--- config.mk ---
export PLATFORM = sky130hd
export DESIGN_NAME = ppgd_top
export DESIGN_NICKNAME = d
export VERILOG_FILES = /design/src/inc/ppgd_pkg.sv /design/src/rtl/ppgd_top.sv
export VERILOG_INCLUDE_DIRS = /design/src /design/src/inc
export SDC_FILE = /design/constraint.sdc
export NUM_CORES = 1
export LEC_CHECK = 0
export BUFFER_PORTS_ARGS = -buffer_cell sky130_fd_sc_hd__buf_2
export CAP_MARGIN = 40
export CORE_MARGIN = 2
export CORE_UTILIZATION = 50
export DETAILED_ROUTE_END_ITERATION = 10
export PLACE_DENSITY = 0.76
export RECOVER_POWER = 25
export SLEW_MARGIN = 20
export SYNTH_ARGS = -nofsm -noshare
export SYNTH_HDL_FRONTEND = slang
export SYNTH_SLANG_ARGS = --single-unit
--- constraint.sdc ---
create_clock -name clk -period 2.96 [get_ports clk]
set_clock_uncertainty 0.15 [all_clocks]
set_input_delay 0.592 -clock clk [delete_from_list [all_inputs] [get_ports clk]]
set_output_delay 0.592 -clock clk [all_outputs]
set_load 0.05 [all_outputs]
--- src/inc/ppgd_regs.svh ---
// Summary of operation
// (RULE1) Fall back to internal clock after 10-25 us
// (RULE2) Dead time 115 ns or 90 ns
// (RULE3) Both phases low before either goes high
// (RULE4) Divide selected clock by two
// (RULE5) Two complementary alternating gate phases
// (RULE6) Outputs off within 5 us of disable
// (RULE7) No soft-start: full drive within 100 us
// (RULE8) Soft-start ramps drive on each enable rise
// (RULE9) Soft-start is a build-time option
// (RULE10) Ramp reaches 90 percent within 18 ms
// (RULE11) Switching starts once supply is good
// (RULE12) External clock divided on each rising edge
// (RULE13) Dither off while external clock valid
// (RULE14) Drains tri-stated when disabled or undervoltage
// (RULE15) Sync loss counter restarts on each rising edge
// (RULE16) Glitch-free source changeover keeps dead time
`ifndef PPGD_REGS_SVH
`define PPGD_REGS_SVH
`define PPGD_CLK_MHZ 40
`define PPGD_SYNC_LOSS_US 15
`define PPGD_SYNC_LOSS_CYC (`PPGD_SYNC_LOSS_US * `PPGD_CLK_MHZ)
`define PPGD_DEAD_LF_NS 115
`define PPGD_DEAD_HF_NS 90
`define PPGD_DEAD_LF_CYC ((`PPGD_DEAD_LF_NS * `PPGD_CLK_MHZ + 999) / 1000)
`define PPGD_DEAD_HF_CYC ((`PPGD_DEAD_HF_NS * `PPGD_CLK_MHZ + 999) / 1000)
`define PPGD_INT_HALF_LF 125
`define PPGD_INT_HALF_HF 48
`define PPGD_RAMP_MS 8
`define PPGD_RAMP_CYC (`PPGD_RAMP_MS * 1000 * `PPGD_CLK_MHZ)
`define PPGD_RAMP_STEPS 256
`define PPGD_PWRUP_US 50
`define PPGD_PWRUP_CYC (`PPGD_PWRUP_US * `PPGD_CLK_MHZ)
`endif

--- src/inc/ppgd_pkg.sv ---
package ppgd_pkg;
  typedef enum logic [1:0] {
    PPGD_OFF = 2'b00,
    PPGD_DEAD = 2'b01,
    PPGD_ON = 2'b10
  } ppgd_state_e;
  typedef struct packed {
    logic a;
    logic b;
  } ppgd_pair_s;
  typedef logic [7:0] ppgd_level_t;
endpackage

--- src/rtl/ppgd_top.sv ---
`timescale 1ns/10ps
`include "ppgd_regs.svh"
module ppgd_top
  import ppgd_pkg::*;
#(
  parameter bit SOFT_START = 1'b1,
  parameter bit HIGH_FREQ = 1'b1,
  parameter int SYNC_LOSS_CYC = `PPGD_SYNC_LOSS_CYC,
  parameter int RAMP_CYC = `PPGD_RAMP_CYC,
  parameter int PWRUP_CYC = `PPGD_PWRUP_CYC
)(
  input wire logic clk,
  input wire logic rstn,
  input wire logic supply_good,
  input wire logic enable,
  input wire logic sync_clk,
  output ppgd_pair_s gate_on,
  output ppgd_pair_s drain_oe,
  output ppgd_level_t drive_level,
  output logic full_drive,
  output logic ext_active,
  output logic dither_en
);
  localparam int DEAD_CYC = HIGH_FREQ ? `PPGD_DEAD_HF_CYC : `PPGD_DEAD_LF_CYC;
  localparam int INT_HALF = HIGH_FREQ ? `PPGD_INT_HALF_HF : `PPGD_INT_HALF_LF;
  localparam int STEP_CYC = RAMP_CYC / `PPGD_RAMP_STEPS;

  function automatic logic agree(input logic [2:0] s);
    agree = s[1] & s[2];
  endfunction

  // Three-stage synchronisers for pins
  logic [2:0] en_s_q, en_s_d, sy_s_q, sy_s_d, pg_s_q, pg_s_d;
  logic en_f_q, en_f_d, sy_f_q, sy_f_d, pg_f_q, pg_f_d;
  always_comb
  begin
    en_s_d = {en_s_q[1:0], enable};
    sy_s_d = {sy_s_q[1:0], sync_clk};
    pg_s_d = {pg_s_q[1:0], supply_good};
    en_f_d = (en_s_q[1] == en_s_q[2]) ? en_s_q[2] : en_f_q;
    sy_f_d = (sy_s_q[1] == sy_s_q[2]) ? sy_s_q[2] : sy_f_q;
    pg_f_d = (pg_s_q[1] == pg_s_q[2]) ? pg_s_q[2] : pg_f_q;
  end
  always_ff @(posedge clk or negedge rstn)
  begin
    if (!rstn)
    begin
      en_s_q <= 3'h0;
      sy_s_q <= 3'h0;
      pg_s_q <= 3'h0;
      en_f_q <= 1'b0;
      sy_f_q <= 1'b0;
      pg_f_q <= 1'b0;
    end
    else
    begin
      en_s_q <= en_s_d;
      sy_s_q <= sy_s_d;
      pg_s_q <= pg_s_d;
      en_f_q <= en_f_d;
      sy_f_q <= sy_f_d;
      pg_f_q <= pg_f_d;
    end
  end

  logic run;
  logic sy_rise, en_rise;
  assign run = en_f_q & pg_f_q; // RULE11
  assign sy_rise = agree(sy_s_q) & ~sy_f_q;
  assign en_rise = en_f_d & ~en_f_q;

  // Sync-loss watchdog, internal oscillator and source select
  logic [15:0] loss_q, loss_d, osc_q, osc_d;
  logic ext_q, ext_d, tick;
  always_comb
  begin
    loss_d = loss_q;
    ext_d = ext_q;
    osc_d = osc_q;
    if (sy_rise)
    begin
      loss_d = 16'h0000; // RULE15
      ext_d = 1'b1;
    end
    else if (loss_q >= 16'(SYNC_LOSS_CYC - 1))
      ext_d = 1'b0; // RULE1
    else
      loss_d = loss_q + 16'h0001;
    if (osc_q >= 16'(INT_HALF - 1) || ext_q)
      osc_d = 16'h0000;
    else
      osc_d = osc_q + 16'h0001;
    // Tick source follows ext_q at once, so the half period running at a changeover can be cut short
    tick = ext_q ? sy_rise : (osc_q >= 16'(INT_HALF - 1)); // RULE12 RULE16
  end
  always_ff @(posedge clk or negedge rstn)
  begin
    if (!rstn)
    begin
      loss_q <= 16'h0000;
      ext_q <= 1'b0;
      osc_q <= 16'h0000;
    end
    else
    begin
      loss_q <= loss_d;
      ext_q <= ext_d;
      osc_q <= osc_d;
    end
  end
  assign ext_active = ext_q;
  assign dither_en = run & ~ext_q; // RULE13

  // Divide by two with dead time
  ppgd_state_e st_q, st_d;
  logic phase_q, phase_d;
  logic [7:0] dt_q, dt_d;
  ppgd_pair_s gate_q, gate_d;
  always_comb
  begin
    st_d = st_q;
    phase_d = phase_q;
    dt_d = dt_q;
    gate_d = gate_q;
    if (!run)
    begin
      st_d = PPGD_OFF; // RULE6
      gate_d = '0;
    end
    else
    begin
      case (st_q)
        PPGD_OFF:
        begin
          st_d = PPGD_DEAD;
          dt_d = 8'h00;
          gate_d = '0;
        end
        PPGD_DEAD:
        begin
          gate_d = '0; // RULE3
          if (dt_q >= 8'(DEAD_CYC - 1))
          begin
            st_d = PPGD_ON;
            gate_d.a = ~phase_q; // RULE5
            gate_d.b = phase_q;
          end
          else
            dt_d = dt_q + 8'h01; // RULE2
        end
        PPGD_ON:
        begin
          if (tick)
          begin
            phase_d = ~phase_q; // RULE4
            gate_d = '0;
            dt_d = 8'h00;
            st_d = PPGD_DEAD;
          end
        end
        default:
        begin
          st_d = PPGD_OFF;
          gate_d = '0;
        end
      endcase
    end
  end
  always_ff @(posedge clk or negedge rstn)
  begin
    if (!rstn)
    begin
      st_q <= PPGD_OFF;
      phase_q <= 1'b0;
      dt_q <= 8'h00;
      gate_q <= '0;
    end
    else
    begin
      st_q <= st_d;
      phase_q <= phase_d;
      dt_q <= dt_d;
      gate_q <= gate_d;
    end
  end
  assign gate_on = gate_q;

  // Assertion helper: cycles for which both gates have been low
  logic [7:0] lowc_q, lowc_d;
  always_comb
  begin
    lowc_d = lowc_q;
    if (gate_q != '0)
      lowc_d = 8'h00;
    else if (lowc_q != 8'hFF)
      lowc_d = lowc_q + 8'h01;
  end
  always_ff @(posedge clk or negedge rstn)
  begin
    if (!rstn)
      lowc_q <= 8'h00;
    else
      lowc_q <= lowc_d;
  end

  // Drive enable, tri-stated when stopped
  ppgd_pair_s oe_q, oe_d;
  always_comb
  begin
    oe_d.a = run; // RULE14
    oe_d.b = run;
  end
  always_ff @(posedge clk or negedge rstn)
  begin
    if (!rstn)
      oe_q <= '0;
    else
      oe_q <= oe_d;
  end
  assign drain_oe = oe_q;

  // Drive amplitude: ramp or fixed power-up delay
  ppgd_level_t lvl_q, lvl_d;
  logic [23:0] rc_q, rc_d;
  logic full_q, full_d;
  always_comb
  begin
    lvl_d = lvl_q;
    rc_d = rc_q;
    full_d = full_q;
    if (!run || en_rise)
    begin
      lvl_d = 8'h00; // RULE8
      rc_d = 24'h000000;
      full_d = 1'b0;
    end
    else if (SOFT_START) // RULE9
    begin
      if (lvl_q != 8'hFF)
      begin
        if (rc_q >= 24'(STEP_CYC - 1))
        begin
          rc_d = 24'h000000;
          lvl_d = lvl_q + 8'h01; // RULE10
        end
        else
          rc_d = rc_q + 24'h000001;
      end
      full_d = (lvl_q == 8'hFF);
    end
    else
    begin
      if (rc_q >= 24'(PWRUP_CYC - 1))
      begin
        lvl_d = 8'hFF; // RULE7
        full_d = 1'b1;
      end
      else
        rc_d = rc_q + 24'h000001;
    end
  end
  always_ff @(posedge clk or negedge rstn)
  begin
    if (!rstn)
    begin
      lvl_q <= 8'h00;
      rc_q <= 24'h000000;
      full_q <= 1'b0;
    end
    else
    begin
      lvl_q <= lvl_d;
      rc_q <= rc_d;
      full_q <= full_d;
    end
  end
  assign drive_level = lvl_q;
  assign full_drive = full_q;
endmodule

==> results by group, run 1 <==
Clock network
  • Postcts setup bufs: 0
  • Number of clock sinks: 92
  • CTS max path bufs: 2
  • Hold-fix buffers, CTS: 0
  • Total CTS buffers: 9
  • CTS tree: yes
  • Root Buffer: clkbuf_8
  • Worst skew pair latency: 0.36 ns
  • CTS resizes: 0
  • Reg clk slew, reported paths: ~0.090 ns
  • CTS H-tree lvls: 3

Critical path
  • Critical path peak fanout: 7
  • Worst path required time: ~3.1 ns
  • Crit. Startpoint: rc_q[1]
  • R2R Setup Slk: around 0.28 ns
  • R2r startpoint: rc_q[1]
  • Type of the worst setup path: flop to flop
  • Setup crit start kind: flop
  • Critical path data arrival time: about 2.8 ns
  • Nature of the critical path endpoint: flop
  • R2R depth: 7
  • FF-to-FF End: rc_q[5]

Timing
  • Hold Slack: ~0.18 ns
  • # setup viols final: 0
  • Max-slew violations: 0
  • Hold violation total from the final report: 0
  • Relative slew slack: 0.2260
  • Tcrit/Tclk final: 0.9067
  • FMAX: roughly 370 MHz
  • Post-layout min period: 2.684 ns
  • RSZ-0062 raised after global routing: no
  • Setup TNS Final: 0 ns
  • Slew at the pin with the worst max-slew slack: about 1.2 ns
  • Final worst setup slack: ~0.28 ns

Layout
  • Share of cells above drive strength 1: 0.1256
  • Final Util: 0.5766
  • Diodes inserted: 0
  • Area delta synth->final: 13.42%
  • Final #Nets: slightly above 400

Synth
  • Async SR Flop Fraction: 1.000
  • Compound-gate portion of the synthesized area: 0.1287
  • Top FF cell, synth: dfrtp_1
  • Adder-cell share of the synthesized area: 0.03090
  • Mapped Cells: 353
  • Mux contribution to synthesized area: 0.005472
  • #FFs+latches synth: just over 90
  • Synth area leader: dfrtp_1
  • Netlist Area Pre-Place: about 4000 um^2
  • Main area contributors after synthesis: dfrtp_1 59%, nor2_1 4.0%, ha_1 2.6%, nand3_1 2.3%, o21ai_0 2.2%
  • Synth warn: 0
  • Simple-gate share of the synthesized area: 0.1947
  • XOR/XNOR Fraction of Synth Area: 0.02929
  • Largest family of logic cells by synthesized area: simple AND/OR/NAND/NOR gates
  • Top cell type's share of synthesized area: 0.5922
  • Avg Inst Size Synth: 11.01 um^2
  • Synth cell types: 50
  • Post-synth EDFFs: 0
  • Sequential-to-total area share from yosys stat: 0.5922

Detailed routing
  • Drt pass-1 iters: 4
  • DRC errors left: 0
  • Vias/cell: about 5.6
  • First DRT Iteration DRCs: ~240
  • Post-route ant nets: 0
  • Wire per inst: about 15 um
  • Drt total wl: 7.326 mm
  • DR vias: between 2,000 and 3,000

Worst hold path
  • Hold Crit Start: supply_good
  • Hold depth: 1
  • WHS Endpoint: pg_s_q[0]
  • Hold WC Path Type: input port to flop

Place
  • Final GP Congestion: 0.8207
  • HPWL Detailed: around 5 mm
  • Worst slack, placed: between 0.3 and 0.4 ns
  • PortBufs: 19

Die
  • Chip height: approximately 90 um
  • Core area: about 7600 um^2
  • Std cell rows: 32
  • Total die area: roughly 8500 um^2
  • Io pins: 20
  • Die W: 92.18 um
  • Initial Util: 0.5083

GRT
  • Vias in the first global route: roughly 2,900
  • Remaining Overflow, GRT: 0
  • Largest net degree at the start of global routing: 48
  • Initial antenna violation count: 0
  • Global-route wire length before repair: roughly 13 mm
  • Overall Global Routing Usage: 0.1915

Power
  • Pwr Total: roughly 2.6 mW
  • Peak VDD IR: 351.8 uV
  • Pleak: 2.095 nW
  • Pwr dens: ~580 nW/um^2

Job
  • Max-cap violations: 0

Status
  • Status: completed
==> per-layer routing <==
metal	track usage	vias up	share of wire
li1	-	1354	-
met1	0.2478	1397	0.46
met2	0.3113	48	0.49
met3	0.03533	14	0.031
met4	0.09453	0	0.018
met5	0	-	0
==> worst max-delay path by stage <==
stage / end / slack (ns) / cells past startpoint
6_report: rc_q[5] / 0.28 / 7
5_1_grt: rc_q[20] / 0.15 / 7
4_1_cts: rc_q[5] / 0.29 / 7
3_5_place_dp: rc_q[5] / 0.32 / 7
3_3_place_gp: rc_q[3] / 0.43 / 7
2_1_floorplan: rc_q[3] / 0.47 / 7
==> through the flow <==
stage	instances	area (um^2)
after floorplan	362	3921
after global placement	484	4184
after detailed placement	484	4184
after CTS	499	4407
after global routing	500	4409
final	500	4409
==> cells in the mapped netlist (9+ instances only) <==
cell / instances
nor4_1: 9
dfrtp_1: 92
o21ai_0: 17
a31oi_1: 9
nand3_1: 18
a21oi_1: 16
and2_1: 10
nor2_1: 41
and3_1: 11
nand2_1: 15
==> cell usage in the layout, fill, tap and decap left out, types with 6 or more instances in the layout <==
cell      synthesis  final
a31oi_1           9      9
clkbuf_8          0     10
nand2_1          15     15
nor4_1            9      9
a21oi_1          16     16
buf_2             1     19
a21o_1            7      7
o21ai_0          17     17
dfrtp_1          92     92
and3_1           11     11
or4_1             6      6
conb_1            1     10
and2_1           10     10
xor2_1            8      8
nor2_1           41     41
inv_1             8      8
ha_1              8      8
nor3_1            8      8
buf_4             2      7
nand3_1          18     18
==> final cells by class <==
class / instances / area (um^2)
Tap cell: 102 / 127.6
Timing Repair Buffer: 28 / 172.7
Clock inverter: 5 / 85.08
Clock buffer: 10 / 137.6
Fill cell: 635 / 3238
Sequential cell: 92 / 2302
Multi-Input combinational cell: 254 / 1550
Inverter: 9 / 33.78
==> cells by family (layout without fill, tap and decap cells) <==
kind of cell	count (synthesis)	in the layout
buffers and inverters	16	52
AND/OR/NAND/NOR	143	143
AO/OA/AOI/OAI	76	76
multiplexers	2	2
adder cells (fa/ha/maj)	10	10
flip-flops	92	92
other	1	10
XOR/XNOR	13	13
==> flip-flops by register name, indices dropped and copies added (netlist names), named ones only <==
register	count
drive_level	8
st_q	2
pg_s_q	3
ext_active	1
gate_on	2
osc_q	16
sy_s_q	3
en_s_q	3
pg_f_q	1
drain_oe	1
full_drive	1
rc_q	24
sy_f_q	1
phase_q	1
loss_q	16
dt_q	8
==> worst max-delay path, stage by stage, from the launching register on <==
cell	delay, ns
dfrtp_1	0.39
inv_1	0.09
ha_1	0.18
or4b_1	0.46
o211a_1	0.30
or3_1	0.43
or4_1	0.50
o21ai_0	0.10
==> power breakdown <==
| part | switching [mW] | total [mW] | internal [mW] |
|---|---|---|---|
| clock | 0.440 | 0.939 | 0.499 |
| combinational | 0.157 | 0.247 | 0.0899 |
| sequential | 0.0556 | 1.37 | 1.32 |
| total | 0.652 | 2.56 | 1.91 |
(Power assumes the default switching activity.)
==> run 2, diff against run 1 <==
--- a/config.mk
+++ b/config.mk
@@ -6,7 +6,7 @@
 export SDC_FILE = /design/constraint.sdc
 export NUM_CORES = 1
 export LEC_CHECK = 0
-export BUFFER_PORTS_ARGS = -buffer_cell sky130_fd_sc_hd__buf_2
+export BUFFER_PORTS_ARGS = -buffer_cell sky130_fd_sc_hd__clkbuf_2
 export CAP_MARGIN = 40
 export CORE_MARGIN = 2
 export CORE_UTILIZATION = 50
==> run 2 against run 1 <==
The run now ends with capacitance limit, slew limit left. Worst hold slack better by 0.0047 ns. Global-route usage is 0.16 points lower. Power is 6.0% lower. Largest power group unchanged.
==> results by group, run 2 (same netlist as run 1, synthesis figures left out) <==
Layout
  • Max FFs per register: 24 (unchanged)
  • Area delta synth->final: 12.65% (was 13.42%)
  • Commonest non-fill, non-tap cell in the layout: dfrtp_1 (unchanged)
  • Final #Nets: 408 (was 407)
  • Diodes inserted: 0 (unchanged)
  • Post-layout instance area: 4379 um^2 (was 4409 um^2)
  • Biggest regs: rc_q (24), loss_q (16), osc_q (16) (unchanged)
  • Most frequent cells in the layout: 92 x dfrtp_1, 41 x nor2_1, 19 x clkbuf_2, 18 x nand3_1, 17 x o21ai_0 (was 92 x dfrtp_1, 41 x nor2_1, 19 x buf_2, 18 x nand3_1, 17 x o21ai_0)
  • Share of cells above drive strength 1: 0.1275 (was 0.1256)
  • Biggest register: rc_q (unchanged)
  • Fill cell count: 637 (was 635)

Clock network
  • CTS max path bufs: 2 (unchanged)
  • Postcts setup bufs: 0 (unchanged)
  • Root Buffer: clkbuf_8 (unchanged)
  • Reg clk slew, reported paths: 0.09 ns (about the same)
  • Total CTS buffers: 9 (unchanged)
  • Hold-fix buffers, CTS: 0 (unchanged)
  • Worst skew pair latency: 0.36 ns (about the same)
  • CTS resizes: 0 (unchanged)
  • Number of clock sinks: 92 (unchanged)
  • CTS tree: yes (unchanged)
  • CTS H-tree lvls: 3 (unchanged)

GRT
  • Global-route wire length before repair: 12.60 mm (was 13.01 mm)
  • Overall Global Routing Usage: 0.1898 (was 0.1915)
  • Vias in the first global route: 2,664 (was 2,889)
  • Remaining Overflow, GRT: 0 (unchanged)
  • Initial antenna violation count: 0 (unchanged)
  • Largest net degree at the start of global routing: 54 (was 48)

Power
  • Clock share of power: 0.325 (was 0.367)
  • P_sw: 0.6447 mW (was 0.6524 mW)
  • Combinational share of power: 0.103 (was 0.096)
  • Sequential Power Share: 0.571 (was 0.537)
  • Pwr dens: 549.0 nW/um^2 (was 580.3 nW/um^2)
  • Switching Fraction: 0.2681 (was 0.2550)
  • Pleak: 2.076 nW (was 2.095 nW)
  • Internal Pwr Total: 1.760 mW (was 1.906 mW)
  • Peak VDD IR: 334.3 uV (was 351.8 uV)

Critical path
  • Type of the worst setup path: flop to flop (unchanged)
  • Nature of the critical path endpoint: flop (unchanged)
  • R2R Setup Slk: 0.32 ns (was 0.28 ns)
  • CP Cell Sequence: inv_1 > ha_1 > or4b_1 > o211a_1 > or3_1 > or4_1 > o21ai_0 (unchanged)
  • Worst path slowest cell: or4_1 (unchanged)
  • Critical path peak fanout: 7 (unchanged)
  • Worst path required time: 3.09 ns (was 3.08 ns)
  • Setup crit start kind: flop (unchanged)
  • Crit-path leading delay family: simple AND/OR/NAND/NOR gates (unchanged)
  • Critical path data arrival time: 2.76 ns (was 2.81 ns)
  • Max incr delay on CP: 0.48 ns (was 0.50 ns)
  • WP buf/inv: 1 (unchanged)

Timing
  • Post-layout min period: 2.637 ns (was 2.684 ns)
  • Setup TNS Final: 0 ns (unchanged)
  • RSZ-0062 raised after global routing: no (unchanged)
  • Hold violation total from the final report: 0 (unchanged)
  • # setup viols final: 0 (unchanged)
  • Tcrit/Tclk final: 0.8909 (was 0.9067)
  • Max-slew violations: 40 (was 0)
  • Hold Slack: 0.1868 ns (was 0.1821 ns)
  • FMAX: 379.2 MHz (was 372.6 MHz)
  • Slew at the pin with the worst max-slew slack: 2.111 ns (was 1.161 ns)
  • Relative slew slack: -0.4073 (was 0.2260)

Place
  • Placed Area: 4192 um^2 (was 4184 um^2)
  • PortBufs: 19 (unchanged)
  • HPWL Detailed: 4.864 mm (was 4.919 mm)
  • Final GP Congestion: 0.9077 (was 0.8207)

Detailed routing
  • DRC errors left: 0 (unchanged)
  • Vias/cell: 5.618 (was 5.626)
  • DR vias: 2,820 (was 2,813)
  • First DRT Iteration DRCs: 152 (was 238)
  • Drt total wl: 7.217 mm (was 7.326 mm)
  • Wire per inst: 14.38 um (was 14.65 um)
  • Post-route ant nets: 0 (unchanged)
  • Drt pass-1 iters: 4 (unchanged)

Worst hold path
  • Hold WC Path Type: input port to flop (unchanged)

Die
  • Std cell rows: 32 (unchanged)
  • Initial Util: 0.5083 (unchanged)
  • Chip height: 92.18 um (unchanged)
  • Io pins: 20 (unchanged)
  • Total die area: 8496 um^2 (unchanged)
  • Die W: 92.18 um (unchanged)
  • Core area: 7647 um^2 (unchanged)

Status
  • Status: finished, violations left (was completed)
  • Failing checks: capacitance limit, slew limit

Job
  • Max-cap violations: 1 (was 0)
[run 2: changes by cell type in the layout (fill, tap and decap cells not counted), sizes merged]
cell	previous run	this run
buf	27	9
clkbuf	11	31
clkinv	2	4
bufinv	2	0
[run 2: layout make-up]
cell class | instances | area (um^2) | area share
Inverter | 9 | 33.78 | 0.007714
Clock inverter | 5 | 35.03 | 0.008000
Multi-Input combinational cell | 254 | 1550 | 0.3540
Timing Repair Buffer | 29 | 178.9 | 0.04086
Clock buffer | 11 | 151.4 | 0.03457
Tap cell | 102 | 127.6 | 0.02914
Sequential cell | 92 | 2302 | 0.5257
[run 2: worst register-to-register path, stage by stage (launching register included)]
cell and delay [ns]:
dfrtp_1 0.39, inv_1 0.09, ha_1 0.18, or4b_1 0.47, o211a_1 0.29, or3_1 0.42, or4_1 0.48, o21ai_0 0.09
[run 2: metal layers]
layer | wire length (um) | share of wire | track usage | vias up
met5 | 0 | 0 | 0 | -
met4 | 125 | 0.017 | 0.08209 | 0
met3 | 311 | 0.043 | 0.05505 | 14
met2 | 3429 | 0.48 | 0.2917 | 63
met1 | 3351 | 0.46 | 0.2530 | 1383
li1 | - | - | - | 1360
[run 2: through the flow]
stage	total power [mW]	std cells	worst slack (ns)	util
after floorplan	1.551	362	0.4697	-
after global routing	2.529	502	0.1490	0.5726
after CTS	2.434	501	0.3161	0.5725
after detailed placement	1.645	485	0.3190	0.5481
after global placement	1.633	485	0.4385	0.5481
final	2.404	502	0.3229	0.5726
[run 2: power groups by stage]
stage,sequential (mW),clock [mW],combinational [mW]
floorplan,1.40,0,0.152
global placement,1.39,0,0.240
detailed placement,1.40,0,0.248
CTS,1.37,0.812,0.250
global route,1.38,0.861,0.285
finish,1.37,0.782,0.249
[run 2: path summary, 6_finish.rpt]
| check | startpoint | to | cells after the start |
|---|---|---|---|
| worst min-delay path | enable | en_s_q[0] | 1 |
| worst max register to register | rc_q[1] | rc_q[3] | 7 |
| max in group asynchronous | rstn | rc_q[5] | 1 |
| worst max-delay path | rc_q[1] | rc_q[3] | 7 |
| min in group asynchronous | rstn | osc_q[11] | 1 |
| worst min register to register | pg_s_q[0] | pg_s_q[1] | 0 |
